--- src/fsw_pkg.sv ---
// Shared constants for the fail-safe watchdog unit: register map,
// field positions, reset values and timing counts.
// Assumes a 100 MHz pclk that also stands in for the oscillator clock.
package fsw_pkg;

  // ---------------------------------------------------------------
  // Register map (byte addresses, one aligned 32-bit word each)
  // ---------------------------------------------------------------
  localparam logic [7:0] FSW_CTRL_OFS   = 8'h00;
  localparam logic [7:0] FSW_RELOAD_OFS = 8'h04;
  localparam logic [7:0] FSW_STATUS_OFS = 8'h08;
  localparam logic [7:0] FSW_COUNT_OFS  = 8'h0C;
  localparam logic [7:0] FSW_IRQST_OFS  = 8'h10;
  localparam logic [7:0] FSW_IRQMSK_OFS = 8'h14;

  // ---------------------------------------------------------------
  // Field positions
  // ---------------------------------------------------------------
  localparam int CTRL_REFRESH_BIT = 0;  // refresh_request_bit
  localparam int CTRL_START_BIT   = 1;  // watchdog_start_bit
  localparam int CTRL_SLOW_BIT    = 2;  // 1: divide by 192, 0: by 12
  localparam int STAT_CAUSE_BIT   = 0;  // watchdog_reset_cause_flag
  localparam int STAT_RUN_BIT     = 1;
  localparam int STAT_OSCRST_BIT  = 2;
  localparam int STAT_RCSEL_BIT   = 3;
  localparam int IRQ_WDT_BIT      = 0;
  localparam int IRQ_OSCFAIL_BIT  = 1;
  localparam int IRQ_OSCOK_BIT    = 2;
  localparam int IRQ_W            = 3;

  // ---------------------------------------------------------------
  // Widths and reset values
  // ---------------------------------------------------------------
  localparam int CNT_W    = 15;
  localparam int RELOAD_W = 7;
  localparam logic [RELOAD_W-1:0] RELOAD_RST = 7'h00;
  localparam logic [IRQ_W-1:0]    MASK_RST   = 3'h0;

  // ---------------------------------------------------------------
  // Timing
  // ---------------------------------------------------------------
  localparam int DIV_FAST       = 12;
  localparam int DIV_SLOW       = 192;
  localparam int CLK_MHZ        = 100;
  localparam int SETTLE_TIME_US = 1000;
  localparam int SETTLE_CYCLES  = SETTLE_TIME_US * CLK_MHZ;

endpackage

--- src/fsw_prescaler.sv ---
// Count-rate prescaler for the watchdog: one tick every 12 or 192 clocks.
// Assumes pclk is the oscillator clock; run low freezes the divider.
`timescale 1ns/1ps
module fsw_prescaler
  import fsw_pkg::*;
(
  input  wire logic pclk,
  input  wire logic presetn,
  input  wire logic run,
  input  wire logic sel_slow,
  output logic      tick_q
);

  logic [7:0] div_q;
  logic [7:0] div_d;
  logic       tick_d;
  logic [7:0] last;

  // Divider next state; frozen rather than cleared so a pause loses nothing
  always_comb begin
    last   = sel_slow ? 8'(DIV_SLOW - 1) : 8'(DIV_FAST - 1);
    div_d  = div_q;
    tick_d = 1'b0;
    if (run) begin
      if (div_q >= last) begin
        div_d  = 8'h00;
        tick_d = 1'b1;
      end else begin
        div_d = div_q + 8'h01;
      end
    end
  end

  always_ff @(posedge pclk or negedge presetn) begin
    if (!presetn) begin
      div_q  <= 8'h00;
      tick_q <= 1'b0;
    end else begin
      div_q  <= div_d;
      tick_q <= tick_d;
    end
  end

  chk_tick_spacing: assert property (@(posedge pclk) disable iff (!presetn)
    tick_q |=> !tick_q [*8]) else $error("prescaler ticks too close");

endmodule

--- src/fsw_osc_monitor.sv ---
// Oscillator monitor: holds reset and selects the RC clock while the
// main oscillator is slow outside power-down and wake-up, then settles before releasing.
// Assumes osc_slow comes from an analogue comparator, async to pclk.
`timescale 1ns/1ps
module fsw_osc_monitor
  import fsw_pkg::*;
#(
  parameter int SETTLE = SETTLE_CYCLES
)
(
  input  wire logic pclk,
  input  wire logic presetn,
  input  wire logic osc_slow,
  input  wire logic power_down,
  output logic      osc_rst_q,
  output logic      rc_sel_q,
  output logic      hold_q,
  output logic      fail_evt_q,
  output logic      ok_evt_q
);

  typedef enum logic [2:0] {
    MON_POWERON,
    MON_FAIL,
    MON_SETTLE,
    MON_RUN,
    MON_PDOWN,
    MON_WAKE
  } fsw_mon_t;

  fsw_mon_t    st_q, st_d;
  logic [16:0] cnt_q, cnt_d;
  logic        sync1_q, slow_q;
  logic        osc_rst_d, rc_sel_d, hold_d, fail_d, ok_d;

  // Two-stage synchroniser for the comparator level
  always_ff @(posedge pclk or negedge presetn) begin
    if (!presetn) begin
      sync1_q <= 1'b1;
      slow_q  <= 1'b1;
    end else begin
      sync1_q <= osc_slow;
      slow_q  <= sync1_q;
    end
  end

  // Monitor sequence; power-on starts from the RC clock, as after a failure
  always_comb begin
    st_d  = st_q;
    cnt_d = cnt_q;
    fail_d = 1'b0;
    ok_d   = 1'b0;
    case (st_q)
      MON_POWERON, MON_FAIL: begin
        if (!slow_q) begin
          st_d  = MON_SETTLE;
          cnt_d = 17'(SETTLE - 1);
        end
      end
      MON_SETTLE: begin
        if (slow_q) begin
          st_d   = MON_FAIL;
          fail_d = 1'b1;
        end else if (cnt_q == 17'h00000) begin
          st_d = MON_RUN;
          ok_d = 1'b1;
        end else begin
          cnt_d = cnt_q - 17'h00001;
        end
      end
      MON_RUN: begin
        if (power_down) begin
          st_d = MON_PDOWN;
        end else if (slow_q) begin
          st_d   = MON_FAIL;
          fail_d = 1'b1;
        end
      end
      MON_PDOWN: begin
        if (!power_down) begin
          st_d = MON_WAKE;
        end
      end
      MON_WAKE: begin
        if (!slow_q) begin
          if (cnt_q == 17'h00000) begin
            st_d = MON_RUN;
          end else begin
            cnt_d = cnt_q - 17'h00001;
          end
        end else begin
          cnt_d = 17'(SETTLE - 1);
        end
      end
      default: st_d = MON_POWERON;
    endcase
    if (st_q != MON_WAKE && st_d == MON_WAKE) begin
      cnt_d = 17'(SETTLE - 1);
    end
    osc_rst_d = (st_d == MON_POWERON) || (st_d == MON_FAIL) || (st_d == MON_SETTLE);
    rc_sel_d  = (st_d == MON_POWERON) || (st_d == MON_FAIL);
    hold_d    = (st_d == MON_WAKE);
  end

  always_ff @(posedge pclk or negedge presetn) begin
    if (!presetn) begin
      st_q       <= MON_POWERON;
      cnt_q      <= 17'h00000;
      osc_rst_q  <= 1'b1;
      rc_sel_q   <= 1'b1;
      hold_q     <= 1'b0;
      fail_evt_q <= 1'b0;
      ok_evt_q   <= 1'b0;
    end else begin
      st_q       <= st_d;
      cnt_q      <= cnt_d;
      osc_rst_q  <= osc_rst_d;
      rc_sel_q   <= rc_sel_d;
      hold_q     <= hold_d;
      fail_evt_q <= fail_d;
      ok_evt_q   <= ok_d;
    end
  end

  chk_fail_holds: assert property (@(posedge pclk) disable iff (!presetn)
    (st_q == MON_RUN && slow_q && !power_down) |=> osc_rst_q && rc_sel_q)
    else $error("slow oscillator did not force reset");
  chk_settle_hold: assert property (@(posedge pclk) disable iff (!presetn)
    (st_q == MON_SETTLE && cnt_q != 17'h00000 && !slow_q) |=> osc_rst_q && !rc_sel_q)
    else $error("reset released before settling");
  chk_wake_wait: assert property (@(posedge pclk) disable iff (!presetn)
    (st_q == MON_PDOWN && !power_down) |=> hold_q)
    else $error("wake-up did not wait for settling");

endmodule

--- src/fsw_watchdog.sv ---
// Fail-safe watchdog unit: 15-bit programmable watchdog timer plus
// oscillator monitor, with an APB register slave and one interrupt.
// Assumes pclk is the oscillator clock; idle and power-down come from
// the CPU on pclk; the start pin and comparator are asynchronous.
//
// Register access over APB and the register offsets were left to the implementer.
`timescale 1ns/1ps
module fsw_watchdog
  import fsw_pkg::*;
#(
  parameter int SETTLE = SETTLE_CYCLES
)
(
  input  wire logic        pclk,
  input  wire logic        presetn,
  input  wire logic        psel,
  input  wire logic        penable,
  input  wire logic        pwrite,
  input  wire logic [7:0]  paddr,
  input  wire logic [31:0] pwdata,
  output logic [31:0]      prdata,
  output logic             pready,
  output logic             pslverr,
  input  wire logic        hardware_watchdog_start_pin,
  input  wire logic        idle_mode,
  input  wire logic        power_down,
  input  wire logic        osc_slow,
  output logic             wdt_reset_q,
  output logic             osc_reset,
  output logic             rc_clk_sel,
  output logic             wake_hold,
  output logic             irq_q
);

  // ---------------------------------------------------------------
  // State
  // ---------------------------------------------------------------
  logic [31:0]         prdata_q, prdata_d;
  logic                pready_q, pready_d;
  logic                pslverr_q, pslverr_d;
  logic [CNT_W-1:0]    cnt_q, cnt_d;
  logic [RELOAD_W-1:0] watchdog_reload_value_q, reload_d;
  logic                running_q, running_d;
  logic                sel_slow_q, sel_slow_d;
  logic                armed_q, armed_d;
  logic                cause_q, cause_d;
  logic                wdt_reset_d;
  logic [IRQ_W-1:0]    irq_stat_q, irq_stat_d;
  logic [IRQ_W-1:0]    irq_mask_q, irq_mask_d;
  logic                irq_d;
  logic                pin_s1_q, pin_q;
  logic                tick;
  logic                frozen;
  logic                wr_done, rd_setup, xfer_done;
  logic                refresh_hit, ovf;
  logic                arm_wr;
  logic                cnt_step;
  logic                mon_rst, mon_rcsel, mon_hold, mon_fail, mon_ok;

  // ---------------------------------------------------------------
  // Sub-blocks
  // ---------------------------------------------------------------
  // Prescaler pauses with the timer, so a pause loses at most the one tick already in flight
  fsw_prescaler u_presc (
    .pclk     (pclk),
    .presetn  (presetn),
    .run      (running_q && !frozen),
    .sel_slow (sel_slow_q),
    .tick_q   (tick)
  );

  // Monitor supervises the clock whether or not the timer runs
  fsw_osc_monitor #(.SETTLE(SETTLE)) u_mon (
    .pclk       (pclk),
    .presetn    (presetn),
    .osc_slow   (osc_slow),
    .power_down (power_down),
    .osc_rst_q  (mon_rst),
    .rc_sel_q   (mon_rcsel),
    .hold_q     (mon_hold),
    .fail_evt_q (mon_fail),
    .ok_evt_q   (mon_ok)
  );

  // Monitor levels already leave its own flops
  assign osc_reset  = mon_rst;
  assign rc_clk_sel = mon_rcsel;
  assign wake_hold  = mon_hold;
  assign prdata     = prdata_q;
  assign pready     = pready_q;
  assign pslverr    = pslverr_q;

  // Start pin is asynchronous: two flops before use
  always_ff @(posedge pclk or negedge presetn) begin
    if (!presetn) begin
      pin_s1_q <= 1'b0;
      pin_q    <= 1'b0;
    end else begin
      pin_s1_q <= hardware_watchdog_start_pin;
      pin_q    <= pin_s1_q;
    end
  end

  // ---------------------------------------------------------------
  // APB slave: one wait state, so pready comes from a flop
  // ---------------------------------------------------------------
  // CTRL: refresh request, start, slow rate; RELOAD: counter bits 14..8
  // STATUS: cause, running, monitor reset, RC clock; COUNT: live value
  // IRQ status (write one to clear) and mask; upper bits read zero
  // Unmapped words read zero and answer with pslverr
  function automatic logic mapped(input logic [7:0] a);
    mapped = (a == FSW_CTRL_OFS) || (a == FSW_RELOAD_OFS) ||
             (a == FSW_STATUS_OFS) || (a == FSW_COUNT_OFS) ||
             (a == FSW_IRQST_OFS) || (a == FSW_IRQMSK_OFS);
  endfunction

  // First access edge books the answer, the second completes it
  assign rd_setup  = psel && penable && !pready_q;
  assign xfer_done = psel && penable && pready_q;
  assign wr_done   = xfer_done && pwrite && mapped(paddr);

  // Bus handshake and read data
  always_comb begin
    pready_d  = rd_setup;
    pslverr_d = rd_setup && !mapped(paddr);
    prdata_d  = 32'h00000000;
    if (rd_setup && !pwrite) begin
      case (paddr)
        FSW_CTRL_OFS:   prdata_d[CTRL_SLOW_BIT] = sel_slow_q;
        FSW_RELOAD_OFS: prdata_d[RELOAD_W-1:0] = watchdog_reload_value_q;
        FSW_STATUS_OFS: begin
          prdata_d[STAT_CAUSE_BIT]  = cause_q;
          prdata_d[STAT_RUN_BIT]    = running_q;
          prdata_d[STAT_OSCRST_BIT] = mon_rst;
          prdata_d[STAT_RCSEL_BIT]  = mon_rcsel;
        end
        FSW_COUNT_OFS:  prdata_d[CNT_W-1:0] = cnt_q;
        FSW_IRQST_OFS:  prdata_d[IRQ_W-1:0] = irq_stat_q;
        FSW_IRQMSK_OFS: prdata_d[IRQ_W-1:0] = irq_mask_q;
        default:        prdata_d = 32'h00000000;
      endcase
    end
  end

  // Answer flops: pready, pslverr and read data stand one cycle
  always_ff @(posedge pclk or negedge presetn) begin
    if (!presetn) begin
      pready_q  <= 1'b0;
      pslverr_q <= 1'b0;
      prdata_q  <= 32'h00000000;
    end else begin
      pready_q  <= pready_d;
      pslverr_q <= pslverr_d;
      prdata_q  <= prdata_d;
    end
  end

  // ---------------------------------------------------------------
  // Watchdog timer
  // ---------------------------------------------------------------
  // Idle and power-down pause the timer without clearing it
  assign frozen = idle_mode || power_down;
  // A tick already in flight as the CPU sleeps is dropped, not deferred
  assign cnt_step = running_q && tick && !frozen;

  // Refresh request alone arms; both bits in one write start without arming
  assign arm_wr = wr_done && (paddr == FSW_CTRL_OFS) &&
                  pwdata[CTRL_REFRESH_BIT] && !pwdata[CTRL_START_BIT];
  // Refresh only when the transfer right after the arming write sets start
  assign refresh_hit = armed_q && wr_done && (paddr == FSW_CTRL_OFS) &&
                       pwdata[CTRL_START_BIT];

  // Overflow only on a real step from the top count
  assign ovf = cnt_step && (cnt_q == {CNT_W{1'b1}}) && !refresh_hit;

  // Counter, start, refresh sequence and reset cause
  always_comb begin
    cnt_d       = cnt_q;
    running_d   = running_q;
    reload_d    = watchdog_reload_value_q;
    sel_slow_d  = sel_slow_q;
    armed_d     = armed_q;
    cause_d     = cause_q;
    wdt_reset_d = 1'b0;
    // Any completed transfer ends an armed sequence, the hit included, unless it is another arming write
    if (xfer_done) begin
      armed_d = 1'b0;
    end
    if (wr_done && paddr == FSW_CTRL_OFS) begin
      if (arm_wr) begin
        armed_d = 1'b1;
      end
      if (pwdata[CTRL_START_BIT]) begin
        running_d = 1'b1;
      end
      // Rate may only change while stopped, so a running period is fixed
      if (!running_q) begin
        sel_slow_d = pwdata[CTRL_SLOW_BIT];
      end
    end
    if (wr_done && paddr == FSW_RELOAD_OFS) begin
      reload_d = pwdata[RELOAD_W-1:0];
    end
    if (pin_q) begin
      running_d = 1'b1;
    end
    if (refresh_hit) begin
      cnt_d = {watchdog_reload_value_q, {(CNT_W-RELOAD_W){1'b0}}};
    end else if (ovf) begin
      // Internal reset: counter cleared, timer stopped, cause recorded
      cnt_d       = {CNT_W{1'b0}};
      running_d   = 1'b0;
      cause_d     = 1'b1;
      wdt_reset_d = 1'b1;
    end else if (cnt_step) begin
      cnt_d = cnt_q + 15'h0001;
    end
  end

  // External reset clears the counter and leaves the timer stopped
  always_ff @(posedge pclk or negedge presetn) begin
    if (!presetn) begin
      cnt_q                   <= {CNT_W{1'b0}};
      running_q               <= 1'b0;
      watchdog_reload_value_q <= RELOAD_RST;
      sel_slow_q              <= 1'b0;
      armed_q                 <= 1'b0;
      cause_q                 <= 1'b0;
      wdt_reset_q             <= 1'b0;
    end else begin
      cnt_q                   <= cnt_d;
      running_q               <= running_d;
      watchdog_reload_value_q <= reload_d;
      sel_slow_q              <= sel_slow_d;
      armed_q                 <= armed_d;
      cause_q                 <= cause_d;
      wdt_reset_q             <= wdt_reset_d;
    end
  end

  // ---------------------------------------------------------------
  // Interrupts: sticky status, set wins over write-one-to-clear
  // ---------------------------------------------------------------
  always_comb begin
    irq_stat_d = irq_stat_q;
    irq_mask_d = irq_mask_q;
    if (wr_done && paddr == FSW_IRQST_OFS) begin
      irq_stat_d = irq_stat_q & ~pwdata[IRQ_W-1:0];
    end
    if (wr_done && paddr == FSW_IRQMSK_OFS) begin
      irq_mask_d = pwdata[IRQ_W-1:0];
    end
    irq_stat_d[IRQ_WDT_BIT]     = irq_stat_d[IRQ_WDT_BIT] | ovf;
    irq_stat_d[IRQ_OSCFAIL_BIT] = irq_stat_d[IRQ_OSCFAIL_BIT] | mon_fail;
    irq_stat_d[IRQ_OSCOK_BIT]   = irq_stat_d[IRQ_OSCOK_BIT] | mon_ok;
    // Registered below, so the pin lags the status by one cycle
    irq_d = |(irq_stat_q & irq_mask_q);
  end

  always_ff @(posedge pclk or negedge presetn) begin
    if (!presetn) begin
      irq_stat_q <= {IRQ_W{1'b0}};
      irq_mask_q <= MASK_RST;
      irq_q      <= 1'b0;
    end else begin
      irq_stat_q <= irq_stat_d;
      irq_mask_q <= irq_mask_d;
      irq_q      <= irq_d;
    end
  end

  // ---------------------------------------------------------------
  // Checks
  // ---------------------------------------------------------------
  // Counter, refresh and overflow
  chk_refresh_load: assert property (@(posedge pclk) disable iff (!presetn)
    refresh_hit |=> cnt_q == {$past(watchdog_reload_value_q), 8'h00})
    else $error("refresh did not load reload value");

  chk_overflow_reset: assert property (@(posedge pclk) disable iff (!presetn)
    ovf |=> wdt_reset_q && cause_q && !running_q && cnt_q == 15'h0000)
    else $error("overflow did not reset");

  chk_ovf_flag: assert property (@(posedge pclk) disable iff (!presetn)
    ovf |=> irq_stat_q[IRQ_WDT_BIT])
    else $error("overflow event lost");

  // Start, freeze and refresh sequence
  chk_no_stop: assert property (@(posedge pclk) disable iff (!presetn)
    (running_q && !ovf) |=> running_q)
    else $error("running watchdog stopped");

  chk_pin_start: assert property (@(posedge pclk) disable iff (!presetn)
    (pin_q && !ovf) |=> running_q)
    else $error("start pin ignored");

  chk_freeze_count: assert property (@(posedge pclk) disable iff (!presetn)
    (frozen && !refresh_hit) |=> $stable(cnt_q))
    else $error("counter moved while frozen");

  chk_broken_seq: assert property (@(posedge pclk) disable iff (!presetn)
    (armed_q && xfer_done && !refresh_hit && !arm_wr) |=>
      !armed_q && (cnt_q == $past(cnt_q) || cnt_q == $past(cnt_q) + 15'h0001 || wdt_reset_q))
    else $error("broken refresh sequence not discarded");

  chk_hit_disarms: assert property (@(posedge pclk) disable iff (!presetn)
    refresh_hit |=> !armed_q)
    else $error("refresh left the sequence armed");

  chk_needs_arm: assert property (@(posedge pclk) disable iff (!presetn)
    (!armed_q && running_q && tick && cnt_q != 15'h7FFF && !frozen) |=>
      cnt_q == $past(cnt_q) + 15'h0001)
    else $error("count changed without valid sequence");

  // Registers and bus
  chk_cause_sticky: assert property (@(posedge pclk) disable iff (!presetn)
    cause_q |=> cause_q)
    else $error("reset cause flag lost");

  chk_reload_top: assert property (@(posedge pclk) disable iff (!presetn)
    (wr_done && paddr == FSW_RELOAD_OFS) |=> watchdog_reload_value_q == $past(pwdata[6:0]))
    else $error("reload value not stored");

  chk_rate_lock: assert property (@(posedge pclk) disable iff (!presetn)
    (running_q && wr_done && paddr == FSW_CTRL_OFS) |=> $stable(sel_slow_q))
    else $error("count rate changed while running");

  chk_ready_pulse: assert property (@(posedge pclk) disable iff (!presetn)
    pready_q |=> !pready_q)
    else $error("pready stood longer than one cycle");

endmodule

--- config.mk ---
export PLATFORM = sky130hd
export DESIGN_NAME = fsw_watchdog
export DESIGN_NICKNAME = d
export VERILOG_FILES = /design/src/fsw_pkg.sv /design/src/fsw_prescaler.sv /design/src/fsw_osc_monitor.sv /design/src/fsw_watchdog.sv
export SDC_FILE = /design/constraint.sdc
export NUM_CORES = 1
export LEC_CHECK = 0
export ABC_AREA = 1
export BUFFER_PORTS_ARGS = -buffer_cell sky130_fd_sc_hd__clkbuf_2
export CORE_AREA = 2 2 116 118
export DETAILED_ROUTE_END_ITERATION = 10
export DIE_AREA = 0 0 118 120
export REMOVE_ABC_BUFFERS = 1
export SYNTH_ARGS = -nofsm -noshare
export SYNTH_HDL_FRONTEND = slang
export SYNTH_SLANG_ARGS = --single-unit
--- constraint.sdc ---
create_clock -name pclk -period 1.4 [get_ports pclk]
set_input_delay 0.28 -clock pclk [delete_from_list [all_inputs] [get_ports pclk]]
set_output_delay 0.28 -clock pclk [all_outputs]
set_load 0.005 [all_outputs]
==> results by stage, run 1 <==
Outcome:
- The run finished, with violations left.
- The checks that failed: setup timing.

Final layout:
- The share of cells above drive strength 1 is 39.3%.
- After the flow finishes, the layout carries non-filler instances totaling 947.
- The area growth from synthesis to layout is 41.2%.
- The number of diodes is 0.
- The number of nets in the final layout is 823.
- The filler cell count in the final layout is 1187.

Critical path:
- The largest fanout on the critical path is 6.
- The arrival time reported for the critical path endpoint is 1.88 ns.
- The worst endpoint required time is approximately 1.6 ns.
- The class of the most critical setup path is flip-flop to flip-flop.
- The kind of start point of the critical path is a flip-flop.
- The capturing element type of the critical path is a flip-flop.

Die:
- For this configuration, the core starts out at a cell density of a little under two fifths.
- The boundary pin count is 88.
- The core area is ~13000 um^2.
- The full die area is 14200 um^2.
- Measured along the y axis, the die boundary spans around 120 um.
- The floorplan has 42 rows.
- The width of the die is 118 um.

STA:
- Hold is met by between 0.02 and 0.025 ns.
- Based on the critical path, the design can be clocked at up to 605 MHz.
- Across all setup checks in the final design, the least slack found is -0.253 ns.
- The time the final worst path needs with I/O delays and setup is 1.65 ns.
- The number of pins exceeding their max-slew limit in the final report is 0.
- The hold violation total from the final report is 0.
- The setup-violating endpoint count in the final report is 48.
- The worst clock skew on the final layout is 0.00607 ns.
- Setup repair after global routing could not meet its margin everywhere.
- The portion of the clock cycle consumed by the worst path in the final layout is 118%.

Route:
- The DRC marker count from the first detailed-route iteration is roughly 240.
- The number of vias in the routed layout is 4513.
- The detail route stage leaves a number of antenna-violating nets equal to 0.
- After detailed routing, the number of remaining DRC violations is 0.
- The number of detailed-route iterations in the first pass is 5.
- The final layout contains routed wiring with a total length of around 13 mm.
- In the final routed layout, each cell accounts on average for 13.3 um.
- Dividing the detail-routed via count by the number of cells gives 4.77.

Synth:
- Synthesis handed over a netlist of 595 instances.
- The total of warnings raised by yosys is 0.
- The post-synthesis area per instance is between 8 and 9 um^2.
- The flip-flop cell with the highest count after synthesis is sky130_fd_sc_hd__dfrtp_1.
- The netlist area before placement is 4850 um^2.
- The post-synthesis sequential area ratio is 46.1%.
- Counting flops with a built-in enable in the synthesized netlist gives 0.
- The fraction of synthesis flops using an asynchronous set or reset pin is 100%.
- Counting distinct cell types in the post-synthesis netlist gives 40.
- The post-synthesis register bit count is 89.

Placement:
- Including well taps, the total number of placed cells is 916.
- Detailed placement finished with a half-perimeter wire length of ~9 mm.
- The weighted congestion at the end of routability-driven global placement is 0.928.
- Input and output buffers added on the ports amount to 45.

Pwr:
- Cell internal power was estimated by the tool at 5.12 mW.
- The maximum resistive drop on vdd is 0.677 mV.
- The ratio of total power to cell area is approximately 1100 nW/um^2.
- The switching power of the nets is 2.30 mW.
- Net switching is approximately 31% of the power.
- Of the total power, the clock network draws between 30% and 40%.
- Combinational logic burns 27.4% of the power.
- The static leakage is ~3.3 nW.
- In this run, flip-flops and latches consume 40.6% of the power.

Clocking:
- The clock network latency to the later pin of the worst-skew pair is 0.34 ns.
- The clock tree from TritonCTS is yes.
- Counting every sink on the clock net gives 89.
- The H-tree depth reported by CTS is 3.
- The clock slew at the register clock pins of the worst setup and hold paths is 0.06 ns.
- The cell chosen for the clock root is sky130_fd_sc_hd__clkbuf_16.
- The number of buffers inserted during clock tree synthesis is 9.
- The number of buffers on the longest clock path is 2.

GRT:
- The initial antenna violation count is 0.
- The first-pass GRT wire length is 20.8 mm.
- The via count of the first global-routing pass is 4487.
- The total overflow reported by the global router is 0.
- The global router's overall resource usage is a little under a fifth.
- Entering global routing, the biggest net connects 35 pins.

Hold path:
- The classification of the worst-slack hold path is input pin to flip-flop.

Job:
- The number of violations of the max-capacitance limit is 0.
-- state kept, by name, indices dropped and copies added (netlist names), 3 cells and up --
register / count
u_presc.div_q: 8
irq_stat_q: 3
irq_mask_q: 3
watchdog_reload_value_q: 7
cnt_q: 15
prdata: 15
u_mon.cnt_q: 17
u_mon.st_q: 3
-- cells in the final DEF (no fill, tap or decap), types with 10 or more instances in the layout --
cell | netlist | layout
sky130_fd_sc_hd__buf_4 | 18 | 106
sky130_fd_sc_hd__conb_1 | 1 | 17
sky130_fd_sc_hd__nand2_2 | 6 | 15
sky130_fd_sc_hd__nand4_1 | 16 | 16
sky130_fd_sc_hd__inv_2 | 9 | 14
sky130_fd_sc_hd__inv_1 | 64 | 57
sky130_fd_sc_hd__nor2_2 | 9 | 12
sky130_fd_sc_hd__nand3_1 | 43 | 33
sky130_fd_sc_hd__nor3_1 | 18 | 16
sky130_fd_sc_hd__clkbuf_2 | 0 | 44
sky130_fd_sc_hd__a21oi_1 | 12 | 10
sky130_fd_sc_hd__o21ai_0 | 22 | 11
sky130_fd_sc_hd__o21ai_2 | 7 | 18
sky130_fd_sc_hd__dfrtp_1 | 85 | 85
sky130_fd_sc_hd__nand3_2 | 3 | 11
sky130_fd_sc_hd__nand2_1 | 147 | 132
sky130_fd_sc_hd__nor2_4 | 7 | 15
sky130_fd_sc_hd__nor2_1 | 60 | 49
-- final timing paths --
check	start	end	slack (ns)	depth (start not counted)
setup reg to reg	u_mon.cnt_q[0]	u_mon.cnt_q[14]	-0.25	12
hold reg to reg	u_mon.sync1_q	u_mon.slow_q	0.36	0
setup / recovery	u_mon.cnt_q[0]	u_mon.cnt_q[14]	-0.25	12
hold / removal	osc_slow	u_mon.sync1_q	0.02	1
min in group asynchronous	presetn	irq_stat_q[1]	0.41	2
max in group asynchronous	presetn	watchdog_reload_value_q[6]	0.49	3
-- worst max-delay path, cell delays in order, from the launching register on --
cell	delay [ns]
sky130_fd_sc_hd__dfrtp_1	0.39
sky130_fd_sc_hd__inv_2	0.08
sky130_fd_sc_hd__ha_4	0.12
sky130_fd_sc_hd__inv_2	0.03
sky130_fd_sc_hd__nor2_2	0.10
sky130_fd_sc_hd__nand2_2	0.07
sky130_fd_sc_hd__nor2_4	0.18
sky130_fd_sc_hd__nand2_4	0.11
sky130_fd_sc_hd__buf_4	0.16
sky130_fd_sc_hd__nand4_1	0.11
sky130_fd_sc_hd__nor2_1	0.06
sky130_fd_sc_hd__nor2_1	0.08
sky130_fd_sc_hd__a21oi_1	0.05
-- Yosys cell counts, types with 3 or more instances --
master | instances | share of area (%)
sky130_fd_sc_hd__xor2_1 | 8 | 1.4
sky130_fd_sc_hd__nor2_4 | 7 | 1.6
sky130_fd_sc_hd__nor3_1 | 18 | 1.9
sky130_fd_sc_hd__nor2_2 | 9 | 1.2
sky130_fd_sc_hd__nand3_2 | 3 | 0.62
sky130_fd_sc_hd__dfstp_2 | 4 | 2.2
sky130_fd_sc_hd__buf_4 | 18 | 2.8
sky130_fd_sc_hd__o21ai_0 | 22 | 2.3
sky130_fd_sc_hd__nor2_1 | 60 | 4.6
sky130_fd_sc_hd__nand3_4 | 3 | 1.1
sky130_fd_sc_hd__nand4_1 | 16 | 2.1
sky130_fd_sc_hd__nand3_1 | 43 | 4.4
sky130_fd_sc_hd__a21oi_1 | 12 | 1.2
sky130_fd_sc_hd__o21ai_2 | 7 | 1.3
sky130_fd_sc_hd__inv_1 | 64 | 5.0
sky130_fd_sc_hd__o21ai_1 | 11 | 1.1
sky130_fd_sc_hd__ha_1 | 8 | 2.1
sky130_fd_sc_hd__dfrtp_1 | 85 | 44
sky130_fd_sc_hd__o211ai_1 | 7 | 1.1
sky130_fd_sc_hd__nand2_1 | 147 | 11
sky130_fd_sc_hd__nand3b_1 | 4 | 0.62
sky130_fd_sc_hd__o21a_1 | 3 | 0.46
sky130_fd_sc_hd__nand2_2 | 6 | 0.77
sky130_fd_sc_hd__inv_2 | 9 | 0.70
-- power by group through the flow --
stage	Combinational [mW]	Clock, mW	Sequential [mW]
CTS	1.79	2.45	3.00
floorplan	0.789	0	3.01
finish	2.03	2.38	3.01
global placement	1.67	0	3.02
detailed placement	1.72	0	3.03
global route	2.25	2.58	3.04
-- stage by stage --
step	power [mW]	instance area [um^2]	worst slack [ns]	utilization [%]	TNS (ns)
floorplan	3.80	4740	-0.137	-	-2.07
global placement	4.68	6020	-0.234	46.4	-8.09
detailed placement	4.75	6020	-0.293	46.4	-10.13
CTS	7.23	6570	-0.211	50.6	-5.02
global route	7.88	6840	-0.389	52.7	-11.76
finish	7.42	6840	-0.253	52.7	-5.93
-- layer usage --
layer  part of all wire (%)  GRT usage (%)  vias up
met4                    2.0           6.25        0
met2                     51           31.5       92
met3                    3.8           3.42       19
met1                     43           22.5     2157
li1                       -              -     2245
met5                      0              0        -
-- repair_timing --
action                     in CTS  in global routing
setup endpoints to repair      60                 75
buffers inserted                5                  8
gates cloned                    1                  1
pin swaps                      22                 33
hold buffers                    1                  0
gates resized for setup        55                 59
hold endpoints to repair       20                  0
-- cell type report --
| type | instances | area [um^2] | share of cell area, % |
|---|---|---|---|
| Clock inverter | 7 | 70.1 | 1.02 |
| Sequential cell | 89 | 2230 | 32.6 |
| Inverter | 73 | 279 | 4.08 |
| Tap cell | 176 | 220 | 3.22 |
| Clock buffer | 9 | 225 | 3.29 |
| Timing Repair Buffer | 163 | 1190 | 17.3 |
| Multi-Input combinational cell | 430 | 2630 | 38.4 |
-- cell families (layout without fill, tap and decap cells) --
| family | Yosys count | after routing | share of synthesized area, % |
|---|---|---|---|
| XOR/XNOR | 10 | 10 | 1.81 |
| flip-flops | 89 | 89 | 46.1 |
| AND/OR/NAND/NOR | 326 | 328 | 32.7 |
| multiplexers | 1 | 1 | 0.207 |
| AO/OA/AOI/OAI | 66 | 66 | 8.08 |
| other | 1 | 17 | 0.0774 |
| buffers and inverters | 94 | 252 | 9.01 |
| adder cells (fa/ha/maj) | 8 | 8 | 2.07 |
No activity file was read; power rests on OpenSTA's default activity.
==> run 2: changes to the inputs <==
MAX_ROUTING_LAYER = met4   (was not set)
clock period = 1.8 ns   (was 1.4 ns; I/O delays follow)
==> results by stage, run 2 (same netlist as run 1, synthesis figures left out) <==
Outcome:
- The flow ran to the end, and the final reports show no timing, DRC or antenna violations.

Route:
- The detailed-route wire length is 11.0 mm.
- The DRC marker count from the first detailed-route iteration is 233.
- The detailed-route wire length per cell is between 10 and 15 um.
- The routed layout has 4114 vias.
- After detailed routing, the number of vias per cell comes to 4.80.
- After detailed routing, the number of remaining DRC violations is 0.
- The post-detailed-route count of antenna-violating nets is 0.
- The pre-antenna-repair detailed-routing pass consisted of 5 iterations.

Die:
- The overall die height is 120 um.
- The floorplan step defined a core boundary enclosing 13000 um^2.
- The starting utilization of the core area is 37.3%.
- The full die area is 14200 um^2.
- 88 I/O pins were placed.
- The width of the die is 118 um.
- The standard-cell row count is 42.

Clocking:
- TritonCTS built the clock tree.
- Counting along the longest clock path gives a buffer depth of 2.
- The clock slew at the register clock pins of the worst setup and hold paths is 0.06 ns.
- The number of sinks driven by the clock tree is 89.
- Counting the buffers created by CTS gives 9.
- The cell chosen for the clock root is sky130_fd_sc_hd__clkbuf_16.
- The H-tree depth reported by CTS is 3.
- The clock network latency to the later pin of the worst-skew pair is 0.34 ns.

Critical path:
- The worst endpoint required time is 2.03 ns.
- The capturing element type of the critical path is a flip-flop.
- Among the stages of the critical path, the cell type that occurs most often is sky130_fd_sc_hd__inv_2.
- The count of buffering cells on the critical path with inverters included is 3.
- The delay of the slowest critical-path stage is approximately 0.4 ns.
- The critical path's slowest cell is sky130_fd_sc_hd__dfrtp_1.
- The family with the most delay on the worst path is simple AND/OR/NAND/NOR gates.
- Data on the critical path arrives at its endpoint at 1.90 ns.
- The kind of start point of the critical path is a flip-flop.
- Walking the worst path, the cells encountered are inv_2 > ha_4 > inv_2 > nor2_1 > nand2_1 > nor2_4 > nand2_2 > buf_4 > nand4_1 > o21a_1 > nand3_1.
- The largest fanout on the critical path is 6.
- The class of the most critical setup path is flip-flop to flip-flop.

Pwr:
- Power spread over the standard cell area amounts to approximately 900 nW/um^2.
- Internal power comes to approximately 3.7 mW.
- The sum of internal, switching and leakage power is about 5.3 mW.
- Of the total power, the clock network draws 37.5%.
- The share of total power in sequential cells is between 40% and 50%.
- The static leakage is 2.77 nW.
- In this run the power spent charging and discharging nets is 1.60 mW.
- In this run switching power makes up 30.0% of total power.
- Across the VDD grid, the largest voltage drop is 0.491 mV.
- The part of the total power dissipated in combinational logic is around a fifth.

STA:
- The time the final worst path needs with I/O delays and setup is 1.67 ns.
- The hold violation total from the final report was 0.
- Clock skew on the completed layout was measured at 0.0112 ns.
- Setup repair after global routing could not meet its margin everywhere.
- The final setup slack of the worst path is about 0.13 ns.
- For this run, the top clock speed supported by timing is 598 MHz.
- Setup violations remaining at the end of the flow were counted as 0.
- The portion of the clock cycle consumed by the worst path in the final layout is 92.9%.
- The sum of negative setup slack is 0 ns.
- The worst hold-check slack is between 0.09 and 0.1 ns.
- The number of pins exceeding their max-slew limit in the final report is 0.

GRT:
- The first-pass GRT wire length is roughly 19 mm.
- The global router's overall resource usage is 16.8%.
- The initial antenna violation count is 0.
- Entering global routing, the biggest net connects 38 pins.
- The total overflow reported by the global router is 0.
- The via count of the first global-routing pass is 3984.

Hold path:
- The classification of the worst-slack hold path is input pin to flip-flop.

Final layout:
- The area growth from synthesis to layout is 20.1%.
- The finished layout holds about 860 standard cells, fillers aside.
- The number of nets in the final layout is 733.
- The library cells used most frequently in the layout, excluding fill and tap cells, are sky130_fd_sc_hd__nand2_1, sky130_fd_sc_hd__dfrtp_1, sky130_fd_sc_hd__inv_1.
- The filler cell count in the final layout is 1269.
- Once layout is complete, the utilization of the core stands at 44.8%.
- The leading cell type in the layout, fill and taps excluded is sky130_fd_sc_hd__nand2_1.
- The repair_antennas step left the layout with diodes totalling 0.
- With fillers left out, the area of the finished cells amounts to 5820 um^2.
- The share of cells above drive strength 1 is 22.5%.
- The most flop-heavy register is u_mon.cnt_q.
- The flip-flop count of the largest register after layout is 17.

Placement:
- The weighted congestion at the end of routability-driven global placement is 0.919.
- The detailed-placement wirelength estimate is ~8.4 mm.
- In this run the cell area measured after placement is 5370 um^2.
- The cell count after placement is 832.
- The post-placement setup slack is 0.0408 ns.
- The number of buffer cells added on primary ports is 45.

Job:
- The number of violations of the max-capacitance limit is 0.
run 2: cell types whose count changed in the layout (fill, tap and decap cells not counted), moves of 5 or more:
cell,change
sky130_fd_sc_hd__buf_6,-8
sky130_fd_sc_hd__buf_4,-80
sky130_fd_sc_hd__nand2_1,+14
sky130_fd_sc_hd__nand3_2,-8
sky130_fd_sc_hd__o21ai_0,+10
sky130_fd_sc_hd__nor2_1,+10
sky130_fd_sc_hd__nand2_4,-5
sky130_fd_sc_hd__nand3_1,+10
sky130_fd_sc_hd__nor2_2,-6
sky130_fd_sc_hd__nand2_2,-8
sky130_fd_sc_hd__o21ai_2,-9
run 2: final cells by class:
type / instances / area, um^2 / share of cell area, %
inverters: 73 / 274 / 4.71
well taps: 176 / 220 / 3.78
multi-input cells: 429 / 2290 / 39.4
clock inverters: 6 / 92.6 / 1.59
repair buffers: 74 / 477 / 8.19
flip-flops and latches: 89 / 2230 / 38.4
clock buffers: 10 / 229 / 3.94
run 2: final timing paths:
| path | startpoint | to | slack [ns] | cells past startpoint |
|---|---|---|---|---|
| setup / recovery | u_mon.cnt_q[0] | u_mon.cnt_q[15] | 0.13 | 11 |
| hold reg to reg | u_mon.sync1_q | u_mon.slow_q | 0.36 | 0 |
| max in group asynchronous | presetn | cnt_q[9] | 0.77 | 3 |
| min in group asynchronous | presetn | u_mon.fail_evt_q | 0.49 | 2 |
| setup reg to reg | u_mon.cnt_q[0] | u_mon.cnt_q[15] | 0.13 | 11 |
| hold / removal | osc_slow | u_mon.sync1_q | 0.1 | 1 |
run 2: per-layer routing:
metal,wire length [um],track usage [%]
met5,0,-
met4,199,6.33
met3,442,3.85
met2,5290,26.9
met1,5040,20.9
run 2: worst register-to-register path, delay by kind of cell, from the launching register on:
kind	cells	cell delay [ns]
and+or+nand+nor	6	0.63
DFF	1	0.40
buffers and inverters	3	0.28
adders and majority gates	1	0.12
AOI/OAI and AO/OA	1	0.12
run 2: power by group through the flow:
stage | registers (mW) | logic [mW] | clock network (mW)
3_5_place_dp | 2.38 | 0.927 | 0
3_3_place_gp | 2.37 | 0.886 | 0
6_report | 2.35 | 0.995 | 2.01
5_1_grt | 2.37 | 1.15 | 2.16
4_1_cts | 2.34 | 0.932 | 2.07
2_1_floorplan | 2.34 | 0.614 | 0
run 2: timing repair:
item | in CTS | in global routing
buffers inserted | 0 | 7
setup endpoints to repair | 0 | 24
endpoints found under the hold margin | 22 | 0
gates resized for setup | 0 | 17
hold buffers | 1 | 0
